### config.mk
export PLATFORM = sky130hd
export DESIGN_NAME = nvm_program_erase_control
export DESIGN_NICKNAME = d
export VERILOG_FILES = /design/src/include/nvm_pkg.sv /design/src/hw/nvm_program_erase_control.sv /design/src/hw/nvm_row_latches.sv
export SDC_FILE = /design/constraint.sdc
export NUM_CORES = 1
export LEC_CHECK = 0
export BUFFER_PORTS_ARGS = -buffer_cell sky130_fd_sc_hd__buf_2
export CAP_MARGIN = 25
export CORE_MARGIN = 4
export CORE_UTILIZATION = 45
export DETAILED_ROUTE_END_ITERATION = 12
export MAX_ROUTING_LAYER = met4
export PLACE_DENSITY = 0.74
export SETUP_SLACK_MARGIN = 0.15
export SLEW_MARGIN = 30
export SYNTH_ARGS = -nofsm -noshare
export SYNTH_HDL_FRONTEND = slang
export SYNTH_HIERARCHICAL = 1
export SYNTH_SLANG_ARGS = --single-unit
### constraint.sdc
create_clock -name aclk -period 3.2 [get_ports aclk]
set_input_delay 0.64 -clock aclk [delete_from_list [all_inputs] [get_ports aclk]]
set_output_delay 0.64 -clock aclk [all_outputs]
set_load 0.1 [all_outputs]
### src/include/nvm_pkg.sv
// nvm sequencer package: register map, fields, reset values, carriers
// Function
// - erase sets addressed 32-word row to ones
// - erase clear means write without erase
// - error flag shows one after failed write
// - error flag cleared only by software
// - software may set error flag deliberately
// - error flag meaningless while operation runs
// - permit bit low blocks program and erase
// - start bit launches operation at address
// - start accepted only right after unlock
// - operations self-timed, start bit clears itself
// - writing zero to start bit does nothing
// - read bit reads flash, clears when done
// - unlock key register eight bits, reset zero
// - latch-only start loads data into latch
// - row write, then latches reset 0x3fff
// - protection, abort of erase or program, broken unlock set error
// - region bit selects information or program flash
package nvm_pkg;
   // ============================================================
   // register indices and byte addresses
   localparam logic [15:0] IDX_ADDR = 16'h1c8c;
   localparam logic [15:0] IDX_DATA = 16'h1c8e;
   localparam logic [15:0] IDX_CTRL = 16'h1c90;
   localparam logic [15:0] IDX_KEY = 16'h1c91;
   localparam logic [15:0] BA_ADDR = {IDX_ADDR[13:0], 2'b00};
   localparam logic [15:0] BA_DATA = {IDX_DATA[13:0], 2'b00};
   localparam logic [15:0] BA_CTRL = {IDX_CTRL[13:0], 2'b00};
   localparam logic [15:0] BA_KEY = {IDX_KEY[13:0], 2'b00};
   // ============================================================
   // control field positions
   localparam int BIT_RD = 0;
   localparam int BIT_WR = 1;
   localparam int BIT_PERMIT = 2;
   localparam int BIT_ERR = 3;
   localparam int BIT_ERASE = 4;
   localparam int BIT_LATCH = 5;
   localparam int BIT_REGION = 6;
   // ============================================================
   // reset values, key pattern, row geometry
   localparam logic [7:0] CTRL_RESET = 8'h00;
   localparam logic [14:0] ADDR_RESET = 15'h0000;
   localparam logic [13:0] DATA_RESET = 14'h0000;
   localparam logic [7:0] KEY_FIRST = 8'h55;
   localparam logic [7:0] KEY_SECOND = 8'haa;
   localparam logic [13:0] LATCH_RESET = 14'h3fff;
   localparam int ROW_WORDS = 32;
   localparam logic [4:0] ROW_LAST = 5'h1f;
   localparam logic [1:0] RESP_OKAY = 2'h0;
   localparam logic [1:0] RESP_SLVERR = 2'h2;
   // ============================================================
   // types
   typedef enum logic [1:0] {OP_READ, OP_ERASE, OP_PROG} flash_op_t;
   typedef enum logic [2:0] {ST_IDLE, ST_LATCH, ST_ERASE, ST_PROG, ST_READ} op_state_t;
   typedef enum logic [1:0] {UL_IDLE, UL_GOT_FIRST, UL_ARMED} unlock_state_t;
   typedef enum logic [2:0] {SEL_NONE, SEL_ADDR, SEL_DATA, SEL_CTRL, SEL_KEY} reg_sel_t;
   typedef struct packed {
      flash_op_t op;
      logic region;
      logic [14:0] addr;
      logic [13:0] wdata;
   } flash_cmd_t;
endpackage

### src/hw/nvm_program_erase_control.sv
// nvm program/erase/read sequencer behind an axi4-lite register slave
//
// Register access over AXI4-Lite is this design's own decision.
`timescale 1ns/1ps
module nvm_program_erase_control (
   input wire logic aclk,
   input wire logic aresetn,
   input wire logic ce,
   input wire logic [15:0] awaddr,
   input wire logic awvalid,
   output logic awready,
   input wire logic [31:0] wdata,
   input wire logic [3:0] wstrb,
   input wire logic wvalid,
   output logic wready,
   output logic [1:0] bresp,
   output logic bvalid,
   input wire logic bready,
   input wire logic [15:0] araddr,
   input wire logic arvalid,
   output logic arready,
   output logic [31:0] rdata,
   output logic [1:0] rresp,
   output logic rvalid,
   input wire logic rready,
   input wire logic write_protect,
   input wire logic abort_req,
   output nvm_pkg::flash_cmd_t fl_cmd,
   output logic fl_valid,
   input wire logic fl_done,
   input wire logic [13:0] fl_rdata
);
   // ============================================================
   // address decode shared by both channels
   function automatic nvm_pkg::reg_sel_t decode(input logic [15:0] a);
      nvm_pkg::reg_sel_t s;
      s = nvm_pkg::SEL_NONE;
      if (a == nvm_pkg::BA_ADDR) begin
         s = nvm_pkg::SEL_ADDR;
      end else if (a == nvm_pkg::BA_DATA) begin
         s = nvm_pkg::SEL_DATA;
      end else if (a == nvm_pkg::BA_CTRL) begin
         s = nvm_pkg::SEL_CTRL;
      end else if (a == nvm_pkg::BA_KEY) begin
         s = nvm_pkg::SEL_KEY;
      end
      return s;
   endfunction

   // ============================================================
   // state
   logic awready_ff, wready_ff, bvalid_ff, arready_ff, rvalid_ff;
   logic aw_got_ff, w_got_ff;
   logic [15:0] aw_addr_ff;
   logic [31:0] w_data_ff;
   logic [3:0] w_strb_ff;
   logic [1:0] bresp_ff, rresp_ff;
   logic [31:0] rdata_ff;
   logic [14:0] addr_ff;
   logic [13:0] data_ff;
   logic region_ff, latch_ff, erase_ff, permit_ff, err_ff, wr_ff, rd_ff;
   nvm_pkg::unlock_state_t ul_ff, nxt_ul;
   nvm_pkg::op_state_t st_ff, nxt_st;
   nvm_pkg::flash_cmd_t fl_cmd_ff, nxt_cmd;
   logic fl_valid_ff, nxt_valid, nxt_wr, nxt_rd, nxt_err;
   logic [4:0] word_idx_ff, lat_idx;
   logic lat_load, lat_clear, rd_capture, erase_done;
   logic [13:0] lat_rd;

   // ============================================================
   // bus handshake terms
   logic aw_take, w_take, ar_take, do_write;
   nvm_pkg::reg_sel_t wsel, rsel;
   assign aw_take = awvalid & awready_ff;
   assign w_take = wvalid & wready_ff;
   assign ar_take = arvalid & arready_ff;
   assign do_write = aw_got_ff & w_got_ff & ~bvalid_ff;
   assign wsel = decode(aw_addr_ff);
   assign rsel = decode(araddr);

   // ============================================================
   // register write strobes and unlock decode
   logic busy, ctrl_wr, key_wr, key_first, key_second, ul_broken;
   logic go, go_latch, go_mem, go_read, prot_hit, abort_err, err_clr;
   logic [7:0] wbyte;
   logic step_done, row_end;
   assign busy = (st_ff != nvm_pkg::ST_IDLE);
   assign wbyte = w_data_ff[7:0];
   assign ctrl_wr = do_write & (wsel == nvm_pkg::SEL_CTRL) & w_strb_ff[0];
   assign key_wr = do_write & (wsel == nvm_pkg::SEL_KEY) & w_strb_ff[0];
   // key value only feeds the pattern match
   assign key_first = key_wr & (wbyte == nvm_pkg::KEY_FIRST);
   assign key_second = key_wr & (wbyte == nvm_pkg::KEY_SECOND)
                       & (ul_ff == nvm_pkg::UL_GOT_FIRST);
   // any write but the expected next one breaks an open sequence
   assign ul_broken = do_write & (ul_ff != nvm_pkg::UL_IDLE) & ~key_second
                      & ~(ctrl_wr & (ul_ff == nvm_pkg::UL_ARMED));
   assign go = ctrl_wr & wbyte[nvm_pkg::BIT_WR] & (ul_ff == nvm_pkg::UL_ARMED)
               & permit_ff & ~busy;
   assign go_latch = go & wbyte[nvm_pkg::BIT_LATCH] & ~wbyte[nvm_pkg::BIT_ERASE];
   assign prot_hit = go & ~go_latch & write_protect & ~wbyte[nvm_pkg::BIT_REGION];
   assign go_mem = go & ~go_latch & ~prot_hit;
   assign go_read = ctrl_wr & wbyte[nvm_pkg::BIT_RD] & ~busy & ~go;
   assign abort_err = abort_req & ((st_ff == nvm_pkg::ST_ERASE) | (st_ff == nvm_pkg::ST_PROG));
   assign err_clr = ctrl_wr & ~wbyte[nvm_pkg::BIT_ERR];
   assign step_done = fl_valid_ff & fl_done;
   assign row_end = (st_ff == nvm_pkg::ST_PROG) & step_done
                    & (word_idx_ff == nvm_pkg::ROW_LAST);
   // set wins over clear; software one also sets
   assign nxt_err = prot_hit | ul_broken | abort_err | (ctrl_wr & wbyte[nvm_pkg::BIT_ERR])
                    | (err_ff & ~err_clr);
   assign nxt_ul = key_first ? nvm_pkg::UL_GOT_FIRST :
                   key_second ? nvm_pkg::UL_ARMED :
                   do_write ? nvm_pkg::UL_IDLE : ul_ff;
   assign lat_idx = (st_ff == nvm_pkg::ST_IDLE) ? 5'h00 :
                    (st_ff == nvm_pkg::ST_PROG && step_done) ? 5'(word_idx_ff + 5'h01) :
                    word_idx_ff;

   // ============================================================
   // operation sequencer
   always_comb begin
      nxt_st = st_ff;
      nxt_wr = wr_ff;
      nxt_rd = rd_ff;
      nxt_valid = fl_valid_ff;
      nxt_cmd = fl_cmd_ff;
      lat_load = 1'b0;
      lat_clear = 1'b0;
      rd_capture = 1'b0;
      erase_done = 1'b0;
      case (st_ff)
         nvm_pkg::ST_IDLE: begin
            if (go_latch) begin
               nxt_st = nvm_pkg::ST_LATCH;
               nxt_wr = 1'b1;
            end else if (go_mem) begin
               nxt_wr = 1'b1;
               nxt_valid = 1'b1;
               nxt_cmd.region = wbyte[nvm_pkg::BIT_REGION];
               nxt_cmd.addr = {addr_ff[14:5], 5'h00};
               if (wbyte[nvm_pkg::BIT_ERASE]) begin
                  nxt_st = nvm_pkg::ST_ERASE;
                  nxt_cmd.op = nvm_pkg::OP_ERASE;
                  nxt_cmd.wdata = nvm_pkg::LATCH_RESET;
               end else begin
                  nxt_st = nvm_pkg::ST_PROG;
                  nxt_cmd.op = nvm_pkg::OP_PROG;
                  nxt_cmd.wdata = lat_rd;
               end
            end else if (go_read) begin
               nxt_st = nvm_pkg::ST_READ;
               nxt_rd = 1'b1;
               nxt_valid = 1'b1;
               nxt_cmd.op = nvm_pkg::OP_READ;
               nxt_cmd.region = wbyte[nvm_pkg::BIT_REGION];
               nxt_cmd.addr = addr_ff;
            end
         end
         nvm_pkg::ST_LATCH: begin
            lat_load = 1'b1;
            nxt_wr = 1'b0;
            nxt_st = nvm_pkg::ST_IDLE;
         end
         nvm_pkg::ST_ERASE: begin
            if (step_done) begin
               nxt_wr = 1'b0;
               nxt_valid = 1'b0;
               erase_done = 1'b1;
               nxt_st = nvm_pkg::ST_IDLE;
            end
         end
         nvm_pkg::ST_PROG: begin
            if (row_end) begin
               nxt_wr = 1'b0;
               nxt_valid = 1'b0;
               lat_clear = 1'b1;
               nxt_st = nvm_pkg::ST_IDLE;
            end else if (step_done) begin
               nxt_cmd.addr = {addr_ff[14:5], lat_idx};
               nxt_cmd.wdata = lat_rd;
            end
         end
         nvm_pkg::ST_READ: begin
            if (step_done) begin
               rd_capture = 1'b1;
               nxt_rd = 1'b0;
               nxt_valid = 1'b0;
               nxt_st = nvm_pkg::ST_IDLE;
            end
         end
         default: begin
            nxt_st = nvm_pkg::ST_IDLE;
         end
      endcase
      // an abort ends any operation at once
      if (abort_req && busy) begin
         nxt_st = nvm_pkg::ST_IDLE;
         nxt_wr = 1'b0;
         nxt_rd = 1'b0;
         nxt_valid = 1'b0;
      end
   end

   // sequencer registers; a zero written to the start bit is never looked at
   always_ff @(posedge aclk) begin
      if (!aresetn) begin
         st_ff <= nvm_pkg::ST_IDLE;
         wr_ff <= nvm_pkg::CTRL_RESET[nvm_pkg::BIT_WR];
         rd_ff <= nvm_pkg::CTRL_RESET[nvm_pkg::BIT_RD];
         fl_valid_ff <= 1'b0;
         fl_cmd_ff <= '0;
         word_idx_ff <= 5'h00;
         ul_ff <= nvm_pkg::UL_IDLE;
      end else if (ce) begin
         st_ff <= nxt_st;
         wr_ff <= nxt_wr;
         rd_ff <= nxt_rd;
         fl_valid_ff <= nxt_valid;
         fl_cmd_ff <= nxt_cmd;
         word_idx_ff <= lat_idx;
         ul_ff <= nxt_ul;
      end
   end

   // ============================================================
   // software registers; fields except the error flag frozen while an operation runs, erase bit cleared when the erase completes, not on an abort
   always_ff @(posedge aclk) begin
      if (!aresetn) begin
         region_ff <= nvm_pkg::CTRL_RESET[nvm_pkg::BIT_REGION];
         latch_ff <= nvm_pkg::CTRL_RESET[nvm_pkg::BIT_LATCH];
         erase_ff <= nvm_pkg::CTRL_RESET[nvm_pkg::BIT_ERASE];
         permit_ff <= nvm_pkg::CTRL_RESET[nvm_pkg::BIT_PERMIT];
         err_ff <= nvm_pkg::CTRL_RESET[nvm_pkg::BIT_ERR];
      end else if (ce) begin
         err_ff <= nxt_err;
         if (ctrl_wr && !busy) begin
            region_ff <= wbyte[nvm_pkg::BIT_REGION];
            latch_ff <= wbyte[nvm_pkg::BIT_LATCH];
            erase_ff <= wbyte[nvm_pkg::BIT_ERASE];
            permit_ff <= wbyte[nvm_pkg::BIT_PERMIT];
         end else if (erase_done) begin
            erase_ff <= 1'b0;
         end
      end
   end

   // address and data words, byte lanes 0 and 1
   always_ff @(posedge aclk) begin
      if (!aresetn) begin
         addr_ff <= nvm_pkg::ADDR_RESET;
         data_ff <= nvm_pkg::DATA_RESET;
      end else if (ce) begin
         if (do_write && !busy && wsel == nvm_pkg::SEL_ADDR) begin
            if (w_strb_ff[0]) addr_ff[7:0] <= w_data_ff[7:0];
            if (w_strb_ff[1]) addr_ff[14:8] <= w_data_ff[14:8];
         end
         if (rd_capture) begin
            data_ff <= fl_rdata;
         end else if (do_write && !busy && wsel == nvm_pkg::SEL_DATA) begin
            if (w_strb_ff[0]) data_ff[7:0] <= w_data_ff[7:0];
            if (w_strb_ff[1]) data_ff[13:8] <= w_data_ff[13:8];
         end
      end
   end

   // ============================================================
   // write latches
   nvm_row_latches u_latches (
      .aclk(aclk),
      .aresetn(aresetn),
      .ce(ce),
      .load(lat_load),
      .clear_all(lat_clear),
      .load_idx(addr_ff[4:0]),
      .load_data(data_ff),
      .rd_idx(lat_idx),
      .rd_data(lat_rd)
   );

   // ============================================================
   // axi4-lite write channel
   always_ff @(posedge aclk) begin
      if (!aresetn) begin
         awready_ff <= 1'b0;
         wready_ff <= 1'b0;
         aw_got_ff <= 1'b0;
         w_got_ff <= 1'b0;
         bvalid_ff <= 1'b0;
         aw_addr_ff <= 16'h0000;
         w_data_ff <= 32'h00000000;
         w_strb_ff <= 4'h0;
         bresp_ff <= nvm_pkg::RESP_OKAY;
      end else if (ce) begin
         awready_ff <= ~aw_take & ~aw_got_ff & ~bvalid_ff & ~do_write;
         wready_ff <= ~w_take & ~w_got_ff & ~bvalid_ff & ~do_write;
         if (aw_take) begin
            aw_addr_ff <= awaddr;
         end
         if (w_take) begin
            w_data_ff <= wdata;
            w_strb_ff <= wstrb;
         end
         aw_got_ff <= do_write ? 1'b0 : (aw_got_ff | aw_take);
         w_got_ff <= do_write ? 1'b0 : (w_got_ff | w_take);
         if (do_write) begin
            bvalid_ff <= 1'b1;
            bresp_ff <= (wsel == nvm_pkg::SEL_NONE) ? nvm_pkg::RESP_SLVERR : nvm_pkg::RESP_OKAY;
         end else if (bready) begin
            bvalid_ff <= 1'b0;
         end
      end
   end

   // ============================================================
   // axi4-lite read channel; key register reads as zero
   logic [7:0] ctrl_byte;
   logic [31:0] rd_word;
   always_comb begin
      ctrl_byte = 8'h00;
      ctrl_byte[nvm_pkg::BIT_RD] = rd_ff;
      ctrl_byte[nvm_pkg::BIT_WR] = wr_ff;
      ctrl_byte[nvm_pkg::BIT_PERMIT] = permit_ff;
      ctrl_byte[nvm_pkg::BIT_ERR] = err_ff;
      ctrl_byte[nvm_pkg::BIT_ERASE] = erase_ff;
      ctrl_byte[nvm_pkg::BIT_LATCH] = latch_ff;
      ctrl_byte[nvm_pkg::BIT_REGION] = region_ff;
   end
   assign rd_word = (rsel == nvm_pkg::SEL_ADDR) ? {17'h00000, addr_ff} :
                    (rsel == nvm_pkg::SEL_DATA) ? {18'h00000, data_ff} :
                    (rsel == nvm_pkg::SEL_CTRL) ? {24'h000000, ctrl_byte} :
                    32'h00000000;

   always_ff @(posedge aclk) begin
      if (!aresetn) begin
         arready_ff <= 1'b0;
         rvalid_ff <= 1'b0;
         rdata_ff <= 32'h00000000;
         rresp_ff <= nvm_pkg::RESP_OKAY;
      end else if (ce) begin
         arready_ff <= ~ar_take & ~rvalid_ff;
         if (ar_take) begin
            rvalid_ff <= 1'b1;
            rdata_ff <= rd_word;
            rresp_ff <= (rsel == nvm_pkg::SEL_NONE) ? nvm_pkg::RESP_SLVERR : nvm_pkg::RESP_OKAY;
         end else if (rready) begin
            rvalid_ff <= 1'b0;
         end
      end
   end

   // output pins straight from flops
   assign awready = awready_ff;
   assign wready = wready_ff;
   assign bvalid = bvalid_ff;
   assign bresp = bresp_ff;
   assign arready = arready_ff;
   assign rvalid = rvalid_ff;
   assign rdata = rdata_ff;
   assign rresp = rresp_ff;
   assign fl_cmd = fl_cmd_ff;
   assign fl_valid = fl_valid_ff;
endmodule

### src/hw/nvm_row_latches.sv
// row write latches: 32 words, single load, bulk reset, indexed read
`timescale 1ns/1ps
module nvm_row_latches (
   input wire logic aclk,
   input wire logic aresetn,
   input wire logic ce,
   input wire logic load,
   input wire logic clear_all,
   input wire logic [4:0] load_idx,
   input wire logic [13:0] load_data,
   input wire logic [4:0] rd_idx,
   output logic [13:0] rd_data
);
   logic [13:0] word_ff [0:nvm_pkg::ROW_WORDS-1];

   // ============================================================
   // one latch per word of the row
   genvar i;
   generate
      for (i = 0; i < nvm_pkg::ROW_WORDS; i++) begin : g_word
         always_ff @(posedge aclk) begin
            if (!aresetn) begin
               word_ff[i] <= nvm_pkg::LATCH_RESET;
            end else if (ce) begin
               if (clear_all) begin
                  word_ff[i] <= nvm_pkg::LATCH_RESET;
               end else if (load && load_idx == 5'(i)) begin
                  word_ff[i] <= load_data;
               end
            end
         end
      end
   endgenerate

   assign rd_data = word_ff[rd_idx];
endmodule

## Yosys cells after proc, flatten, opt, wreduce, memory -nomap -nowiden

Memories as Yosys holds them, arrays and structs flattened.
Cells that the tools add are included.

- Flip-flop bits (word level): 155
- Latch bits: 0
- Bits in writable memories: 448
- Memory bits (read-only): 0
- Input port bits: 93
- Output and inout port bits: 74
- Memories: 1

Memories:

| memory | words | width | rd ports | clocked after Yosys merged registers in | wr ports | line | source |
|---|---|---|---|---|---|---|---|
| u_latches.word_ff | 32 | 14 | 1 | 0 | 32 | nvm_row_latches.sv:14 | `logic [13:0] word_ff [0:nvm_pkg::ROW_WORDS-1];` |

- Add/sub/neg operators: 1
- Multiply operators: 0
- Divide/modulo/power cells: 0
- Order comparisons: 0
- Equal/unequal tests: 70
- Shifts and indexed selects: 0
- Mux-type cells: 297
- Bitwise logic cells: 132
- Reductions and logical operators: 78

Operator list:

| cell | number |
|---|---|
| 14-bit two-way mux | 69 |
| 1-bit two-way mux | 192 |
| 16-bit by 15-bit == test with 1-bit output (second input constant) | 8 |
| 29-bit two-way mux | 3 |
| 5-bit == test (second input constant) | 17 |
| 1-bit bitwise OR | 71 |
| 29-bit case mux with 2 select lines | 1 |
| 1-bit AND | 43 |
| 3-bit two-way mux | 14 |
| 5-bit by 4-bit == test with 1-bit output (second input constant) | 8 |
| 1-bit logical AND | 38 |
| 18-bit two-way mux | 2 |
| 6-bit AND reduction | 4 |
| 5-bit by 3-bit == test with 1-bit output (second input constant) | 4 |
| 3-bit by 2-bit == test with 1-bit output (second input constant) | 6 |
| 1-bit inverter | 18 |
| 2-bit AND reduction | 9 |
| 2-bit nonzero test | 9 |
| 15-bit two-way mux | 1 |
| 3-bit by 2-bit != test with 1-bit output (second input constant) | 5 |
| 2-bit two-way mux | 6 |
| 3-bit AND reduction | 4 |
| 5-bit by 2-bit == test with 1-bit output (second input constant) | 2 |
| 5-bit two-way mux | 2 |
| other kinds (29) | 42 |

## Logic depth before layout (Yosys ltp)

- Depth after elaboration: 24
- Gate-level depth with buffers: 15
- Depth with buffers taken out: 11

## Hierarchy

Netlist, hierarchy kept.

By module, submodules not included:

| module | instances | cells an instance | area each (um^2) | seq. area each (um^2) |
|---|---|---|---|---|
| nvm_row_latches | 1 | 1575 | 20868.8 | 13452.9 |
| nvm_program_erase_control | 1 | 747 | 6187.2 | 2722.6 |

## Worst setup path before layout

OpenSTA, ideal clock, no wires.

- Kind: register -> register
- Start point: register fl_valid_ff, in the netlist fl_valid
- End point: memory u_latches.word_ff[1][0], enable pin
- Library setup time: 0.404 ns
- Arrival: 3.058 ns
- Path slack: -0.263 ns
- Cell stages (with the launch flop): 8
- Period minus slack after synthesis: 3.463 ns
- Path through: dfxtp_1 > and2_1 > clkbuf_1 > and3_1 > nor4b_4 > nand2_1 > clkbuf_1 > o21ai_0

RTL lines:

| element | line | source |
|---|---|---|
| start: declaration | nvm_program_erase_control.sv:65 | `logic fl_valid_ff, nxt_valid, nxt_wr, nxt_rd, nxt_err;` |
| start signal: assignment | nvm_program_erase_control.sv:218 | `fl_valid_ff <= nxt_valid;` |
| end: declaration | nvm_row_latches.sv:14 |  |

## Worst setup path after layout

- Start point: register st_ff[2]
- End point: register fl_cmd_ff, in the netlist fl_cmd[11]

- Elaborated cells on any way between the ends: 31
- Classes of those cells: 5 x eq/ne; 8 x mux; 12 x bitwise; 5 x reduce/logical; 1 x memory

RTL lines:

| element | line | source |
|---|---|---|
| start: declaration | nvm_program_erase_control.sv:63 | `nvm_pkg::op_state_t st_ff, nxt_st;` |
| start signal: assignment | nvm_program_erase_control.sv:207 | `st_ff <= nvm_pkg::ST_IDLE;` |
| start signal: assignment | nvm_program_erase_control.sv:215 | `st_ff <= nxt_st;` |
| 3-bit by 2-bit == test with 1-bit output | nvm_program_erase_control.sv:116 | `(st_ff == nvm_pkg::ST_PROG && step_done) ? 5'(word_idx_ff + 5'h01) :` |
| 1-bit logical AND | nvm_program_erase_control.sv:116 |  |
| 5-bit two-way mux | nvm_program_erase_control.sv:116 |  |
| 5-bit two-way mux * | nvm_program_erase_control.sv:115 | `assign lat_idx = (st_ff == nvm_pkg::ST_IDLE) ? 5'h00 :` |
| named net lat_idx[1] | nvm_program_erase_control.sv:66 | `logic [4:0] word_idx_ff, lat_idx;` |
| memory read 32 x 14 bit * | -- |  |
| named net lat_rd[11] | nvm_program_erase_control.sv:68 | `logic [13:0] lat_rd;` |
| 14-bit two-way mux | nvm_program_erase_control.sv:141 | `if (wbyte[nvm_pkg::BIT_ERASE]) begin` |
| 14-bit two-way mux | nvm_program_erase_control.sv:136 | `end else if (go_mem) begin` |
| 29-bit two-way mux | nvm_program_erase_control.sv:133 | `if (go_latch) begin` |
| 29-bit case mux with 2 select lines * | nvm_program_erase_control.sv:131 | `case (st_ff)` |
| end signal: assignment | nvm_program_erase_control.sv:219 | `fl_cmd_ff <= nxt_cmd;` |
| end: declaration | nvm_program_erase_control.sv:64 | `nvm_pkg::flash_cmd_t fl_cmd_ff, nxt_cmd;` |

The timed path passes the listed nets; every way through them passes the cells marked *. The select of a mux whose other input is x is not followed.
A chain may end at the register's enable or synchronous reset.

==> impl_metrics.py <==
metrics = {
    "run_status": {
        "outcome": "finished clean",
    },
    "clock_network": {
        "cell_at_the_root_of_the_clock_tree": "clkbuf_16",
        "htreeDepth": 2,
        "clk_path_buf_depth": 3,
        "worstSkewPairLatency_ns": 0.63,
        "tritoncts_num_sinks": 584,
        "path_clk_slew_ns": 0.06,
        "cts_made_buffers": 58,
        "tritoncts_clock_tree": "built",
    },
    "yosys": {
        "yosys-top-cells-area": "edfxtp_1, mux2i_1, dfxtp_1, or3_1, or2_2",
        "syn-cell-area_sq_um": 27060,
        "ys_types": 65,
        "ys_async_sr_fraction_pct": 0,
        "synth_edf_count": 448,
        "yosysWarningCount": 6,
        "dominantRegCellSynth": "edfxtp_1",
        "avgSynthCellArea_sq_um": 11.65,
        "synth_top_area_share_pct": 49.72,
        "yosysSeqAreaShare_pct": 59.79,
        "synthesis.instances": 2322,
        "ys_ff_latch": 584,
        "synthDominantAreaCellType": "edfxtp_1",
    },
    "setup_path": {
        "setup.worst_path.end": "fl_cmd[11]$_SDFFE_PN0P_",
        "crit_chain": "nand3b_1 -> nor2_2 -> buf_6 -> nand2_1 -> o21ai_4 -> buf_12 -> buf_4 -> buf_16 -> mux2i_1 -> a22o_1 -> nor3_1 -> buf_4 -> a31oi_2 -> buf_4 -> nand3_1 -> o21ai_0 -> buf_4 -> mux2i_1",
        "cp_data_required_time_ns": 3.70,
        "crit_path_start_kind": "flop",
        "r2r-start": "st_ff[2]$_SDFFE_PN0P_",
        "worst_setup_path_startpoint": "st_ff[2]$_SDFFE_PN0P_",
        "worst_r2r_path_depth": 18,
        "timing.critical_path.mode_cell": "buf_4",
        "rr_endpoint": "fl_cmd[11]$_SDFFE_PN0P_",
        "reg2reg_slack_ns": 0.16,
        "cp_slowest_cell": "dfxtp_2",
        "longest_individual_stage_delay_on_the_worst_path_ns": 0.34,
        "critPathMaxFanout": 7,
        "timing.critical_path.arrival_ns": 3.54,
        "cp-end-kind": "flop",
        "worst-setup-path-type": "reg -> reg",
    },
    "global_route": {
        "maximum_number_of_pins_on_one_net_before_global_route_repair": 78,
        "antenna_violations_before_repair": 3,
        "grt_util_all_layers_pct": 23.93,
        "number_of_global_route_vias_before_repair": 18780,
        "globalRouteOverflowTotal": 0,
        "global_route_wire_length_before_repair_um": 113900,
    },
    "timing": {
        "setup_repair_after_global_routing_missed_its_margin": "true",
        "finalHoldViolCount": 0,
        "max_slew.worst_pin.slew_ns": 1.017,
        "report.final.setup_viol": 0,
        "timing.final.max_slew_violations": 0,
        "setup_ws_ns": 0.1585,
        "slew_headroom_pct": 32.17,
        "totalNegativeSetupSlack_ns": 0,
        "fraction_of_the_cycle_the_final_worst_path_needs_pct": 95.05,
        "final_period_minus_worst_setup_slack_ns": 3.041,
        "max_freq_mhz": 328.8,
        "finalClockSkew_ns": 0.01865,
    },
    "pwr": {
        "vdd_drop_max_v": 0.0004376,
        "power.density_nw_per_um2": 516.1,
        "cellLeakagePower_nw": 10.86,
    },
    "floorplanning": {
        "core_sq_um": 59240,
        "die_outline_area_sq_um": 64110,
        "num_rows": 89,
        "initial_utilization_pct": 45.67,
        "io-pin-count": 167,
        "die_x_um": 253.2,
        "die_outline_height_um": 253.2,
    },
    "route": {
        "drc": 0,
        "detailedRoute.firstIterationViolations": 2217,
        "routed_wirelength_normalized_by_instance_count_um": 23.10,
        "vias": 19470,
        "routed_wl_um": 76730,
        "avgViaCountPerCell": 5.863,
        "firstDrtPassIters": 5,
        "drtAntennaViolNets": 0,
    },
    "place": {
        "dp_hpwl_um": 49210,
        "buffer_ports.inserted": 128,
        "place_worst_setup_slack_ns": -0.1898,
        "placedInstanceArea_sq_um": 29430,
        "gp_routability_congestion": 0.9122,
    },
    "layout": {
        "postLayoutCellArea_sq_um": 32050,
        "finish.utilization_pct": 54.10,
        "design.final.nets": 2591,
        "areaGrowthSynthToFinish_pct": 18.45,
        "final_layout_size_suffix_gt1_share_pct": 28.76,
    },
    "worst_hold_path": {
        "min_path_type": "in -> reg",
    },
    "job": {
        "max_cap_viol_count": 0,
    },
}
==> per-stage QoR <==
step                      instances  power [mW]  hold slack [ns]
after floorplan                2340       9.132           0.4311
after global placement         3192       9.366           0.4396
after detailed placement       3192       9.401           0.4494
after CTS                      3304       16.60           0.2311
after global routing           3321       17.02           0.2420
final                          3321       16.54           0.2584
==> flip-flops by register name, indices dropped and copies added, names as in the netlist, 2 cells and up <==
name and count:
aw_addr_ff 16, rdata 15, u_latches/word_ff 448, w_data_ff 15
w_strb_ff 2, fl_cmd 32, ul_ff 2, st_ff 3
word_idx_ff 5, data_ff 14, addr_ff 15
==> how the worst min path moves through the flow <==
stage	startpoint	to	slack, ns	cells after the start
finish	awaddr[8]	aw_addr_ff[8]$_SDFFE_PN0P_	0.26	3
global route	awaddr[8]	aw_addr_ff[8]$_SDFFE_PN0P_	0.24	3
CTS	awaddr[8]	aw_addr_ff[8]$_SDFFE_PN0P_	0.23	3
detailed placement	fl_cmd[25]$_SDFFE_PN0P_	fl_cmd[25]$_SDFFE_PN0P_	0.45	2
global placement	aw_addr_ff[9]$_SDFFE_PN0P_	aw_addr_ff[9]$_SDFFE_PN0P_	0.44	2
floorplan	aw_addr_ff[15]$_SDFFE_PN0P_	aw_addr_ff[15]$_SDFFE_PN0P_	0.43	2
==> metal layers <==
layer | part of all wire (%) | track usage [%] | up-vias
met4 | 3.2 | 7.076 | 0
met3 | 9.2 | 4.047 | 144
met2 | 47 | 37.29 | 955
met5 | 0 | - | -
li1 | - | - | 8814
met1 | 41 | 32.53 | 9557
==> layout by cell type, fill, tap and decap left out, types with 6 or more instances in the layout <==
| cell | Yosys | final |
|---|---|---|
| nor3_1 | 25 | 17 |
| o21ai_0 | 67 | 41 |
| clkinv_2 | 0 | 13 |
| nor2b_1 | 9 | 7 |
| a22o_1 | 28 | 28 |
| bufinv_16 | 0 | 12 |
| dfxtp_1 | 136 | 121 |
| or3_1 | 227 | 226 |
| conb_1 | 1 | 19 |
| a31oi_1 | 15 | 9 |
| a21oi_1 | 90 | 90 |
| nand3_1 | 59 | 58 |
| nand2_2 | 0 | 8 |
| buf_12 | 0 | 20 |
| nand2_1 | 194 | 186 |
| edfxtp_1 | 448 | 448 |
| and3_1 | 6 | 6 |
| nand4_1 | 18 | 18 |
| a22oi_1 | 56 | 52 |
| o21ai_1 | 1 | 24 |
| dfxtp_2 | 0 | 15 |
| clkbuf_16 | 0 | 63 |
| clkinv_1 | 0 | 12 |
| or2_1 | 7 | 7 |
| a211oi_1 | 17 | 16 |
| nor2_1 | 77 | 74 |
| buf_2 | 27 | 128 |
| or2_2 | 222 | 222 |
| a221oi_1 | 15 | 15 |
| buf_16 | 0 | 6 |
| nor3_2 | 0 | 7 |
| mux2i_2 | 0 | 11 |
| buf_4 | 29 | 169 |
| mux2i_1 | 278 | 266 |
==> where the power goes <==
| part | internal (mW) | switching [mW] | leakage, nW | total, mW |
|---|---|---|---|---|
| sequential | 8.43 | 0.106 | 5.58 | 8.54 |
| clock | 4.33 | 2.95 | 0.991 | 7.28 |
| combinational | 0.203 | 0.518 | 4.30 | 0.721 |
==> worst max-delay path: cells and delay by family (launching register included) <==
family,cells,cell delay (ns)
mux,2,0.29
buf+inv,7,1.07
simple gates,5,0.57
flops,1,0.34
compound gates,4,0.64
==> kinds of logic (layout without fill, tap and decap cells) <==
group / Yosys count / in the layout / share of synthesized area, %
AOI/OAI and AO/OA: 315 / 315 / 7.496
xor gates and xnor gates: 5 / 5 / 0.1619
adders and majority gates: 2 / 2 / 0.09248
buffers and inverters: 243 / 448 / 3.954
DFF: 584 / 584 / 59.79
muxes: 278 / 278 / 10.28
other: 1 / 22 / 0.01386
and+or+nand+nor: 894 / 894 / 18.21
==> synth_stat cells, drive strengths merged, types with 17 or more instances <==
| cell type | n |
|---|---|
| or3 | 227 |
| edfxtp | 448 |
| nand4 | 18 |
| a22oi | 56 |
| a22o | 28 |
| mux2i | 278 |
| or2 | 229 |
| nor2 | 80 |
| nand2 | 194 |
| dfxtp | 136 |
| a211oi | 17 |
| clkbuf | 176 |
| nand3 | 59 |
| o21ai | 68 |
| buf | 62 |
| a21oi | 90 |
| nor3 | 25 |
==> timing repair <==
action / 4_1_cts / 5_1_grt
hold buffers: 0 / 0
resized for setup: 7 / 70
setup buffers: 1 / 10
setup endpoints to repair: 4 / 422
pin swaps: 0 / 12
gates cloned: 2 / 4
==> cell type report <==
type                    instances  area [sq um]
flip-flops and latches        584         16190
clock buffers                  64          1495
repair buffers                334          2665
inverters                       5         18.77
clock inverters                45         540.5
well taps                     773         967.2
multi-input cells            1513         10160
diodes                          3         7.507
fillers                      4901         27190
(Power assumes the default switching activity.)
